`config.mk`:
```
export PLATFORM = sky130hd
export DESIGN_NAME = dcct_top
export DESIGN_NICKNAME = d
export VERILOG_FILES = /design/src/hdl/dcct_pkg.sv /design/src/hdl/dcct_sync.sv /design/src/hdl/dcct_trig_if.sv /design/src/hdl/dcct_top.sv
export VERILOG_INCLUDE_DIRS = /design/src /design/src/hdl
export SDC_FILE = /design/constraint.sdc
export NUM_CORES = 1
export LEC_CHECK = 0
export ABC_AREA = 1
export BUFFER_PORTS_ARGS = -buffer_cell sky130_fd_sc_hd__buf_2
export CAP_MARGIN = 20
export CORE_UTILIZATION = 30
export DETAILED_ROUTE_END_ITERATION = 10
export MAX_ROUTING_LAYER = met4
export PLACE_DENSITY_LB_ADDON = 0.1
export SYNTH_ARGS = -nofsm -noshare
export SYNTH_HDL_FRONTEND = slang
export SYNTH_SLANG_ARGS = --single-unit
```
`constraint.sdc`:
```
create_clock -name i_clk -period 3.8 [get_ports i_clk]
set_input_delay 0.19 -clock i_clk [delete_from_list [all_inputs] [get_ports i_clk]]
set_output_delay 0.19 -clock i_clk [all_outputs]
set_load 0.02 [all_outputs]
```
`src/hdl/dcct_cfg.svh`:
```
// Cross-trigger constants: sizes, offsets, field positions, reset values
`ifndef DCCT_CFG_SVH
`define DCCT_CFG_SVH
`define DCCT_NCH           4
`define DCCT_APP_NIN       6
`define DCCT_APP_NOUT      8
`define DCCT_NET_NIN       4
`define DCCT_NET_NOUT      2
`define DCCT_APP_OUT_USED  8'hf3
`define DCCT_NET_OUT_USED  8'h03
`define DCCT_SYNC_LAT      3
`define DCCT_AW            8
`define DCCT_OFF_APP_CTRL  8'h00
`define DCCT_OFF_NET_CTRL  8'h04
`define DCCT_OFF_APP_INEN  8'h08
`define DCCT_OFF_APP_OUTEN 8'h0c
`define DCCT_OFF_NET_INEN  8'h10
`define DCCT_OFF_NET_OUTEN 8'h14
`define DCCT_OFF_PULSE     8'h18
`define DCCT_OFF_STATUS    8'h1c
`define DCCT_POS_GLB       0
`define DCCT_POS_ST_MAT    0
`define DCCT_POS_ST_APP    4
`define DCCT_POS_ST_NET    12
`define DCCT_RST_CTRL      1'b0
`define DCCT_RST_EN        32'h0
`define DCCT_RESP_OKAY     2'h0
`define DCCT_RESP_SLVERR   2'h2
`endif

```
`src/hdl/dcct_pkg.sv`:
```
// Cross-trigger types: bus carriers and module state records
`include "dcct_cfg.svh"
package dcct_pkg;
  typedef struct packed {
    logic                   awvalid;
    logic [`DCCT_AW-1:0]    awaddr;
    logic                   wvalid;
    logic [31:0]            wdata;
    logic [3:0]             wstrb;
    logic                   bready;
    logic                   arvalid;
    logic [`DCCT_AW-1:0]    araddr;
    logic                   rready;
  } dcct_axi_req_t;
  typedef struct packed {
    logic                   awready;
    logic                   wready;
    logic                   bvalid;
    logic [1:0]             bresp;
    logic                   arready;
    logic                   rvalid;
    logic [31:0]            rdata;
    logic [1:0]             rresp;
  } dcct_axi_rsp_t;
  typedef struct packed {
    logic s1;
    logic s2;
    logic s3;
    logic lvl;
    logic rise;
  } dcct_sync_st_t;
  typedef struct packed {
    logic [7:0] trig_out;
  } dcct_tif_st_t;
  typedef struct packed {
    logic                   aw_got;
    logic [`DCCT_AW-1:0]    awaddr;
    logic                   w_got;
    logic [31:0]            wdata;
    logic [3:0]             wstrb;
    logic                   bvalid;
    logic [1:0]             bresp;
    logic                   rvalid;
    logic [31:0]            rdata;
    logic [1:0]             rresp;
    logic                   app_glb;
    logic                   net_glb;
    logic [23:0]            app_inen;
    logic [31:0]            app_outen;
    logic [15:0]            net_inen;
    logic [7:0]             net_outen;
    logic [3:0]             pulse;
    logic [3:0]             mat;
  } dcct_top_st_t;
endpackage : dcct_pkg

```
`src/hdl/dcct_sync.sv`:
```
// Three-stage input synchroniser with agreement filter and rise pulse
`timescale 1ns/1ns
module dcct_sync (
  input  wire logic i_clk,
  input  wire logic i_rst_n,
  input  wire logic i_pin,
  output logic      o_level,
  output logic      o_rise
);
  dcct_pkg::dcct_sync_st_t st;
  dcct_pkg::dcct_sync_st_t next_st;

  always_comb
  begin
    next_st      = st;
    next_st.s1   = i_pin;
    next_st.s2   = st.s1;
    next_st.s3   = st.s2;
    if (st.s2 == st.s3)
    begin
      next_st.lvl = st.s3;
    end
    next_st.rise = next_st.lvl & ~st.lvl;
  end

  always_ff @(posedge i_clk or negedge i_rst_n)
  begin
    if (!i_rst_n)
    begin
      st <= '0;
    end
    else
    begin
      st <= next_st;
    end
  end

  assign o_level = st.lvl;
  assign o_rise  = st.rise;
endmodule : dcct_sync

```
`src/hdl/dcct_trig_if.sv`:
```
// One core's trigger interface: inputs to channels, channels to outputs
`timescale 1ns/1ns
`include "dcct_cfg.svh"
module dcct_trig_if #(
  parameter int         NIN  = 4,
  parameter int         NOUT = 2,
  parameter logic [7:0] USED = 8'hff
) (
  input  wire logic                        i_clk,
  input  wire logic                        i_rst_n,
  input  wire logic                        i_glb,
  input  wire logic [NIN-1:0]              i_trig_ev,
  input  wire logic [NIN*`DCCT_NCH-1:0]    i_in_en,
  input  wire logic [NOUT*`DCCT_NCH-1:0]   i_out_en,
  input  wire logic [`DCCT_NCH-1:0]        i_matrix,
  output logic      [`DCCT_NCH-1:0]        o_ch_ev,
  output logic      [NOUT-1:0]             o_trig_out
);
  dcct_pkg::dcct_tif_st_t st;
  dcct_pkg::dcct_tif_st_t next_st;
  logic [`DCCT_NCH-1:0] local_ch;
  logic [`DCCT_NCH-1:0] src_ch;

  always_comb
  begin
    local_ch = '0;
    for (int i = 0; i < NIN; i++)
    begin
      if (i_trig_ev[i])
      begin
        local_ch = local_ch | i_in_en[i*`DCCT_NCH +: `DCCT_NCH];
      end
    end
    o_ch_ev = i_glb ? local_ch : '0;
    src_ch  = local_ch | (i_glb ? i_matrix : '0);
    next_st = '0;
    for (int j = 0; j < NOUT; j++)
    begin
      next_st.trig_out[j] = USED[j] & |(i_out_en[j*`DCCT_NCH +: `DCCT_NCH] & src_ch);
    end
  end

  always_ff @(posedge i_clk or negedge i_rst_n)
  begin
    if (!i_rst_n)
    begin
      st <= '0;
    end
    else
    begin
      st <= next_st;
    end
  end

  assign o_trig_out = st.trig_out[NOUT-1:0];
endmodule : dcct_trig_if

```
`src/hdl/dcct_top.sv`:
```
// Dual-core cross-trigger network with register slave
//
// How it works
// - Cores can be halted and restarted together through the network.
// - Each interface routes inputs to outputs locally or through the matrix.
// - The shared matrix carries exactly four channels between both interfaces.
// - Matrix routing works only while the global route enable is set.
// - Application halt with input enable 0 on channel 0 raises channel 0.
// - Network output enable 0 on channel 0 drives network debug request.
// - Channel 1 carries network halt to application debug request.
// - Application interface has six trigger inputs: halt, watchpoints, trace events.
// - Application interface has eight outputs; indices 2 and 3 unconnected.
// - Network interface has four trigger inputs: halt and three watchpoints.
// - Network interface has two outputs: debug request and restart.
`timescale 1ns/1ns
`include "dcct_cfg.svh"
module dcct_top (
  input  wire logic                         i_clk,
  input  wire logic                         i_rst_n,
  input  wire logic [`DCCT_APP_NIN-1:0]     i_app_trig_in,
  input  wire logic [`DCCT_NET_NIN-1:0]     i_net_trig_in,
  output logic      [`DCCT_APP_NOUT-1:0]    o_app_trig_out,
  output logic      [`DCCT_NET_NOUT-1:0]    o_net_trig_out,
  input  wire dcct_pkg::dcct_axi_req_t      i_axi,
  output dcct_pkg::dcct_axi_rsp_t           o_axi
);
  dcct_pkg::dcct_top_st_t st;
  dcct_pkg::dcct_top_st_t next_st;
  logic [`DCCT_APP_NIN-1:0] app_rise;
  logic [`DCCT_NET_NIN-1:0] net_rise;
  logic [`DCCT_NCH-1:0]     app_ch;
  logic [`DCCT_NCH-1:0]     net_ch;
  logic [`DCCT_NCH-1:0]     matrix;
  logic                     aw_hs;
  logic                     w_hs;
  logic                     ar_hs;

  ////////////////////////////////////////////////////////////////////////////
  // Trigger input synchronisers

  for (genvar g = 0; g < `DCCT_APP_NIN; g++)
  begin : g_app_sync
    dcct_sync u_sync (
      .i_clk   (i_clk),
      .i_rst_n (i_rst_n),
      .i_pin   (i_app_trig_in[g]),
      .o_level (),
      .o_rise  (app_rise[g])
    );
  end

  for (genvar g = 0; g < `DCCT_NET_NIN; g++)
  begin : g_net_sync
    dcct_sync u_sync (
      .i_clk   (i_clk),
      .i_rst_n (i_rst_n),
      .i_pin   (i_net_trig_in[g]),
      .o_level (),
      .o_rise  (net_rise[g])
    );
  end

  ////////////////////////////////////////////////////////////////////////////
  // Trigger interfaces and the shared matrix

  assign matrix = app_ch | net_ch | st.pulse;

  dcct_trig_if #(
    .NIN  (`DCCT_APP_NIN),
    .NOUT (`DCCT_APP_NOUT),
    .USED (`DCCT_APP_OUT_USED)
  ) u_app_if (
    .i_clk      (i_clk),
    .i_rst_n    (i_rst_n),
    .i_glb      (st.app_glb),
    .i_trig_ev  (app_rise),
    .i_in_en    (st.app_inen),
    .i_out_en   (st.app_outen),
    .i_matrix   (matrix),
    .o_ch_ev    (app_ch),
    .o_trig_out (o_app_trig_out)
  );

  dcct_trig_if #(
    .NIN  (`DCCT_NET_NIN),
    .NOUT (`DCCT_NET_NOUT),
    .USED (`DCCT_NET_OUT_USED)
  ) u_net_if (
    .i_clk      (i_clk),
    .i_rst_n    (i_rst_n),
    .i_glb      (st.net_glb),
    .i_trig_ev  (net_rise),
    .i_in_en    (st.net_inen),
    .i_out_en   (st.net_outen),
    .i_matrix   (matrix),
    .o_ch_ev    (net_ch),
    .o_trig_out (o_net_trig_out)
  );

  ////////////////////////////////////////////////////////////////////////////
  // Register helpers

  function automatic logic [31:0] merge(input logic [31:0] old_v,
                                        input logic [31:0] new_v,
                                        input logic [3:0]  strb);
    logic [31:0] res;
    res = old_v;
    for (int b = 0; b < 4; b++)
    begin
      if (strb[b])
      begin
        res[b*8 +: 8] = new_v[b*8 +: 8];
      end
    end
    return res;
  endfunction : merge

  function automatic logic mapped(input logic [`DCCT_AW-1:0] a);
    logic hit;
    case (a)
      `DCCT_OFF_APP_CTRL, `DCCT_OFF_NET_CTRL, `DCCT_OFF_APP_INEN,
      `DCCT_OFF_APP_OUTEN, `DCCT_OFF_NET_INEN, `DCCT_OFF_NET_OUTEN,
      `DCCT_OFF_PULSE, `DCCT_OFF_STATUS: hit = 1'b1;
      default: hit = 1'b0;
    endcase
    return hit;
  endfunction : mapped

  function automatic logic [31:0] rd(input dcct_pkg::dcct_top_st_t s,
                                     input logic [`DCCT_AW-1:0]     a,
                                     input logic [7:0]              at,
                                     input logic [1:0]              nt);
    logic [31:0] v;
    v = '0;
    case (a)
      `DCCT_OFF_APP_CTRL:  v[`DCCT_POS_GLB] = s.app_glb;
      `DCCT_OFF_NET_CTRL:  v[`DCCT_POS_GLB] = s.net_glb;
      `DCCT_OFF_APP_INEN:  v[23:0] = s.app_inen;
      `DCCT_OFF_APP_OUTEN: v = s.app_outen;
      `DCCT_OFF_NET_INEN:  v[15:0] = s.net_inen;
      `DCCT_OFF_NET_OUTEN: v[7:0] = s.net_outen;
      `DCCT_OFF_STATUS:
      begin
        v[`DCCT_POS_ST_MAT +: 4] = s.mat;
        v[`DCCT_POS_ST_APP +: 8] = at;
        v[`DCCT_POS_ST_NET +: 2] = nt;
      end
      default: v = '0;
    endcase
    return v;
  endfunction : rd

  ////////////////////////////////////////////////////////////////////////////
  // AXI4-Lite slave and control registers

  always_comb
  begin
    o_axi         = '0;
    o_axi.awready = ~st.aw_got & ~st.bvalid;
    o_axi.wready  = ~st.w_got & ~st.bvalid;
    o_axi.bvalid  = st.bvalid;
    o_axi.bresp   = st.bresp;
    o_axi.arready = ~st.rvalid;
    o_axi.rvalid  = st.rvalid;
    o_axi.rdata   = st.rdata;
    o_axi.rresp   = st.rresp;
    aw_hs         = i_axi.awvalid & o_axi.awready;
    w_hs          = i_axi.wvalid & o_axi.wready;
    ar_hs         = i_axi.arvalid & o_axi.arready;
  end

  always_comb
  begin
    next_st       = st;
    next_st.pulse = '0;
    next_st.mat   = matrix;
    if (aw_hs)
    begin
      next_st.aw_got = 1'b1;
      next_st.awaddr = i_axi.awaddr;
    end
    if (w_hs)
    begin
      next_st.w_got = 1'b1;
      next_st.wdata = i_axi.wdata;
      next_st.wstrb = i_axi.wstrb;
    end
    if (st.bvalid && i_axi.bready)
    begin
      next_st.bvalid = 1'b0;
    end
    if (st.aw_got && st.w_got && !st.bvalid)
    begin
      next_st.aw_got = 1'b0;
      next_st.w_got  = 1'b0;
      next_st.bvalid = 1'b1;
      next_st.bresp  = mapped(st.awaddr) ? `DCCT_RESP_OKAY : `DCCT_RESP_SLVERR;
      case (st.awaddr)
        `DCCT_OFF_APP_CTRL:
        begin
          if (st.wstrb[0])
          begin
            next_st.app_glb = st.wdata[`DCCT_POS_GLB];
          end
        end
        `DCCT_OFF_NET_CTRL:
        begin
          if (st.wstrb[0])
          begin
            next_st.net_glb = st.wdata[`DCCT_POS_GLB];
          end
        end
        `DCCT_OFF_APP_INEN:
          next_st.app_inen = 24'(merge({8'h0, st.app_inen}, st.wdata, st.wstrb));
        `DCCT_OFF_APP_OUTEN:
          next_st.app_outen = merge(st.app_outen, st.wdata, st.wstrb);
        `DCCT_OFF_NET_INEN:
          next_st.net_inen = 16'(merge({16'h0, st.net_inen}, st.wdata, st.wstrb));
        `DCCT_OFF_NET_OUTEN:
          next_st.net_outen = 8'(merge({24'h0, st.net_outen}, st.wdata, st.wstrb));
        `DCCT_OFF_PULSE:
        begin
          if (st.wstrb[0])
          begin
            next_st.pulse = st.wdata[3:0];
          end
        end
        default: next_st.bresp = `DCCT_RESP_SLVERR;
      endcase
    end
    if (st.rvalid && i_axi.rready)
    begin
      next_st.rvalid = 1'b0;
    end
    if (ar_hs)
    begin
      next_st.rvalid = 1'b1;
      next_st.rdata  = rd(st, i_axi.araddr, o_app_trig_out, o_net_trig_out);
      next_st.rresp  = mapped(i_axi.araddr) ? `DCCT_RESP_OKAY : `DCCT_RESP_SLVERR;
    end
  end

  always_ff @(posedge i_clk or negedge i_rst_n)
  begin
    if (!i_rst_n)
    begin
      st <= '0;
    end
    else
    begin
      st <= next_st;
    end
  end
endmodule : dcct_top

```
==> results of run 1 <==
[per-layer routing]
metal,part of all wire,vias to the layer above,GRT usage
met5,0,-,-
met4,0.018,0,0.0373
met3,0.042,36,0.0245
met2,0.40,196,0.234
met1,0.54,3298,0.259
li1,-,3549,-
[final cells by class]
| cell class | instances | area [sq um] |
|---|---|---|
| Clock buffer | 40 | 785 |
| Clock inverter | 7 | 90.1 |
| Fill cell | 3251 | 19700 |
| Inverter | 65 | 244 |
| Multi-Input combinational cell | 658 | 3100 |
| Sequential cell | 230 | 5760 |
| Tap cell | 402 | 503 |
| Timing Repair Buffer | 182 | 1280 |
[timing repair]
action	4_1_cts	5_1_grt
setup endpoints to repair	0	0
hold buffers	59	0
hold endpoints to repair	181	0
[state kept, by name (all words and copies together), names as in the netlist]
signal,cells
g_net_sync.u_sync.next_st,8
g_app_sync.u_sync.o_rise,6
g_net_sync.u_sync.o_rise,4
o_axi,36
g_net_sync.u_sync.o_level,4
g_net_sync.u_sync.st,4
st,136
g_app_sync.u_sync.st,6
g_app_sync.u_sync.o_level,6
u_net_if.st,2
g_app_sync.u_sync.next_st,12
u_app_if.o_trig_out,6
[stage by stage]
step           hold slack, ns  std cells
2_1_floorplan          -0.106       1027
3_3_place_gp            0.298       1477
3_5_place_dp            0.299       1477
4_1_cts                0.0431       1583
5_1_grt                0.0815       1584
6_report               0.0563       1584
[cell usage in the layout, fill, tap and decap left out, types with 4 or more instances in the layout]
master,n
clkbuf_8,6
dfrtp_1,230
o21ai_2,16
mux2_2,7
dlygate4sd3_1,59
conb_1,4
buf_2,114
nand3_1,46
nor2_1,80
a21oi_1,63
nand2_1,293
inv_2,4
o21ai_0,63
nor2b_1,10
o21ai_1,23
maj3_1,10
nor3_1,7
buf_4,5
nand2_2,6
o21bai_1,4
nand4_1,9
clkbuf_16,27
clkbuf_1,7
inv_1,61
[worst max-delay path, stage by stage, from the launching register on]
cell	delay, ns
dfrtp_1	0.44
nor2_1	0.09
nand2_2	0.48
buf_4	0.47
mux2_2	0.38
[kinds of logic after synthesis]
family	count (synthesis)
AO/OA/AOI/OAI	174
multiplexers	7
other	1
flip-flops	230
AND/OR/NAND/NOR	463
adder cells (fa/ha/maj)	10
buffers and inverters	139
[report_power, final]
group | switching [mW] | internal (mW) | leakage, nW
logic | 0.886 | 0.441 | 2.34
registers | 0.356 | 2.95 | 2.93
clock network | 0.990 | 1.55 | 0.424
[path summary, 6_finish.rpt]
path	start	end
setup / recovery	o_axi[38]	st[131]
hold / removal	i_axi[7]	o_axi[1]
setup reg to reg	o_axi[38]	st[131]
hold reg to reg	g_net_sync[1].u_sync.next_st[3]	g_net_sync[1].u_sync.next_st[2]
max in group asynchronous	i_rst_n	st[139]
min in group asynchronous	i_rst_n	o_axi[34]
==> impl_results.md, run 1 <==
- Status: complete, no violations
- P per Cell Area: 610 nW/um^2
- Overall Power: 7.17 mW
- Mapped Area: 9570 sq um
- Post-route ant nets: 0
- Leak: 5.70 nW
- Worst clock skew: 0.0152 ns
- Layout cells sized above 1: 0.175
- Residual DRC: 0
- Number of buffers created by CTS: 27
- HP Class: input pin to flip-flop
- Die W: 181 microns
- Gpl congestion: 0.796
- Worst Path Required: 4.20 ns
- DRT Pass-1 Iters: 4
- Routed vias/inst: 4.47
- R2R Setup Slk: 1.81 ns
- First-pass GRT wire length: 41700 microns
- Synth area leader: dfrtp_1
- Vias: 7079
- Place WS: 1.79 ns
- R2R depth: 4
- Vias in the first global route: 7031
- Max Cap Viol: 0
- Total Wirelength: 26100 microns
- Post-DP HPWL: 18300 microns
- Die area: 32600 sq um
- Slew HR: 0.310
- Synth unique cells: 32
- Setup violators final: 0
- Asr flop ratio synth: 1.00
- Cell Rows: 65
- Synth top area cells: dfrtp_1 (60%), nand2_1 (12%), a21oi_1 (3.3%)
- Synth Instances: 1024
- Starting Density: 0.304
- Sequential element share of the synthesized area: 0.602
- Root buf cell: clkbuf_16
- Post-CTS resize count: 0
- Mux cell area share after synthesis: 0.00824
- Die height: 181 microns
- Clock Path Buffers: 3
- Final Core Density: 0.374
- Fmax: 502 MHz
- CTS tree: yes
- Post-Layout Inst Area: 11800 sq um
- EDFF count, synth: 0
- Initial antenna violation count: 0
- Kind of end point of the critical path: flip-flop
- Core area: 31500 sq um
- Setup bufs post-CTS: 0
- Post-synth top area share: 0.602
- Post-Synth Adder-Cell Area: 0.0105
- Most frequent cell after synthesis: nand2_1
- Clock transition at path regs: 0.06 ns
- Min-Delay Path Depth: 5
- Critical path startpoint category: flip-flop
- Remaining global-route overflow: 0
- Main combinational cell family by area after synthesis: simple AND/OR/NAND/NOR gates
- Largest net degree at the start of global routing: 127
- Layout area overhead: 22.9%
- I/O pins: 120
- Commonest cells in the netlist: nand2_1 (294), dfrtp_1 (230), nor2_1 (81), a21oi_1 (63), o21ai_0 (63)
- Top_reg_cell synth: dfrtp_1
- Yosys reg bits: 230
- Final hold vios: 0
- Clk sinks: 230
- Mean routed wirelength per cell: 16.5 microns
- Min setup slack post-route: 1.81 ns
- Crit Path Max Fanout: 39
- Fin crit period: 1.99 ns
- Crit share post-route: 0.524
- N_diodes: 0
- Post-synthesis simple-gate area fraction: 0.203
- Fin nets: 1233
- Dpl cell area: 10300 sq um
- Synth Area per Inst: 9.34 sq um
- Post-route setup TNS: 0 ns
- CTS H-tree depth: 1
- Worst skew pair latency: 0.53 ns
- VDD IR max: 0.000305 V
- Crit path DAT: 2.40 ns
- Total Routing Usage GR: 0.170
- Critical Setup Path Class: flip-flop to flip-flop
- Max Slew Vio Count: 0
- Complex-gate fraction of the synthesized area: 0.100
- Initial DRC count: 499
- RSZ-0062 raised after global routing: false
- Port bufs: 115
- Xor/xnor share of the synthesized area: 0
- Worst-Margin Slew: 1.03 ns
- Yosys warning total: 0
(Power assumes the default switching activity.)
==> run 2: changes to the inputs <==
==> constraint.sdc (replaced) <==
create_clock -name i_clk -period 2.04 [get_ports i_clk]
set_input_delay 0.102 -clock i_clk [delete_from_list [all_inputs] [get_ports i_clk]]
set_output_delay 0.102 -clock i_clk [all_outputs]
set_load 0.02 [all_outputs]
==> run 2 against run 1 <==
Against the previous run:
- the flow now finishes with violations (design-rule violations)
- clock power up 98%
- sequential share of layout area down 0.96 points
- sequential cell count unchanged
- count of clock-buffer cells in the layout up 2
==> impl_results.md, run 2 (synthesis gave the netlist of run 1 again) <==
- Clk sinks: 230
- Die height: 181 microns
- Fin crit period: 1.87 ns
- Sw Ratio: 0.307
- Leak: 5.85 nW
- Kind of end point of the critical path: flip-flop
- CTS tree: yes
- Commonest non-fill, non-tap cell in the layout: nand2_1
- Worst clock skew: 0.0171 ns
- Starting Density: 0.304
- Core area: 31500 sq um
- Clock transition at path regs: 0.06 ns
- Slew HR: 0.662
- Overall Power: 13.7 mW
- Total Routing Usage GR: 0.172
- Min setup slack post-route: 0.169 ns
- Vias in the first global route: 7205
- CTS H-tree depth: 1
- Setup violators final: 0
- P_int: 9.51 mW
- Layout cells sized above 1: 0.187
- Vias: 7176
- I/O pins: 120
- Fin nets: 1254
- Post-DP HPWL: 18700 microns
- Final Core Density: 0.381
- RSZ-0062 raised after global routing: false
- Remaining global-route overflow: 0
- Layout area overhead: 25.4%
- Worst-Margin Slew: 0.507 ns
- Crit path DAT: 2.30 ns
- VDD IR max: 0.000708 V
- Clock Path Buffers: 3
- Root buf cell: clkbuf_16
- Largest net degree at the start of global routing: 71
- Critical Setup Path Class: flip-flop to flip-flop
- Place WS: 0.161 ns
- Max Cap Viol: 0
- Die W: 181 microns
- Gpl congestion: 0.810
- Hold WS: 0.0242 ns
- N_diodes: 0
- Logic gate share of total power: 0.189
- Final hold vios: 0
- Mean routed wirelength per cell: 16.4 microns
- Clk pwr share: 0.366
- Critical path startpoint category: flip-flop
- Port bufs: 115
- Crit share post-route: 0.917
- DRT Pass-1 Iters: 8
- Die area: 32600 sq um
- Number of buffers created by CTS: 27
- HP Class: input pin to flip-flop
- Status: finished, violations left
- Commonest non-fill, non-tap cells in the layout: nand2_1 (293), dfrtp_1 (230), buf_2 (114)
- Net switching power figure: 4.22 mW
- Residual DRC: 2
- Fmax: 535 MHz
- Initial antenna violation count: 0
- Cell Rows: 65
- Max reg flops: 136
- Failing checks: design-rule violations
- P per Cell Area: 1140 nW/um^2
- First-pass GRT wire length: 42400 microns
- Reg power frac: 0.445
- Setup bufs post-CTS: 0
- Biggest register: st
- Total Wirelength: 26400 microns
- Worst Path Required: 2.47 ns
- Max Slew Vio Count: 0
- Crit Path Max Fanout: 29
- Routed vias/inst: 4.47
- Initial DRC count: 452
- Post-route ant nets: 0
- Post-route setup TNS: 0 ns
- Worst skew pair latency: 0.54 ns
[run 2: cell types whose count changed in the layout (fill, tap and decap cells not counted)]
cell,change
buf_4,+14
dlygate4sd3_1,+6
clkbuf_8,+3
clkinvlp_4,-2
buf_12,+1
buf_16,-1
buf_6,+1
bufinv_16,+1
clkbuf_1,-1
inv_6,+1
nand2_2,-1
nand2_4,+1
[run 2: what timing repair did]
action | in CTS | in global routing
hold buffers | 65 | 0
setup endpoints to repair | 0 | 6
gates resized for setup | 0 | 2
endpoints found under the hold margin | 287 | 0
[run 2: path summary, 6_finish.rpt]
path                                                 start                         endpoint  slack (ns)  cells past startpoint
min in group asynchronous                          i_rst_n                        o_axi[32]        0.06                      2
max in group asynchronous                          i_rst_n                           st[14]        1.23                      3
max                                              o_axi[38]                          st[158]        0.17                      6
min reg2reg                g_app_sync[0].u_sync.next_st[3]  g_app_sync[0].u_sync.next_st[2]        0.35                      0
max reg2reg                                      o_axi[38]                          st[158]        0.17                      6
min                                               i_axi[5]                        o_axi[31]        0.02                      4
[run 2: critical path: stages (launching register included)]
cell and delay (ns):
dfrtp_1 0.44, nor2_1 0.18, nand2_2 0.19, buf_6 0.24
nor2_1 0.11, a21oi_1 0.04, dlygate4sd3_1 0.55
[run 2: power by group through the flow]
| stage | Combinational [mW] | Clock [mW] | Sequential [mW] |
|---|---|---|---|
| finish | 2.60 | 5.02 | 6.11 |
| detailed placement | 2.52 | 0 | 6.18 |
| CTS | 2.64 | 5.17 | 6.10 |
| global placement | 2.49 | 0 | 6.18 |
| floorplan | 1.73 | 0 | 5.96 |
| global route | 2.97 | 5.39 | 6.23 |
[run 2: per-layer routing]
metal,track usage,up-vias,part of all wire
li1,-,3594,-
met2,0.236,177,0.40
met4,0.0421,0,0.020
met5,-,-,0
met3,0.0257,38,0.045
met1,0.263,3367,0.54
[run 2: cell type report]
class | count | area (sq um)
fill | 3221 | 19500
clock inverter | 7 | 114
timing repair buffer | 203 | 1450
multi-input combinational | 658 | 3110
inverter | 65 | 244
sequential | 230 | 5760
tap | 402 | 503
clock buffer | 42 | 822
[run 2: metrics by stage]
| step | instances | instance area [sq um] |
|---|---|---|
| 5_1_grt | 1607 | 12000 |
| 3_5_place_dp | 1493 | 10400 |
| 6_report | 1607 | 12000 |
| 4_1_cts | 1607 | 12000 |
| 3_3_place_gp | 1493 | 10400 |
| 2_1_floorplan | 1027 | 9580 |
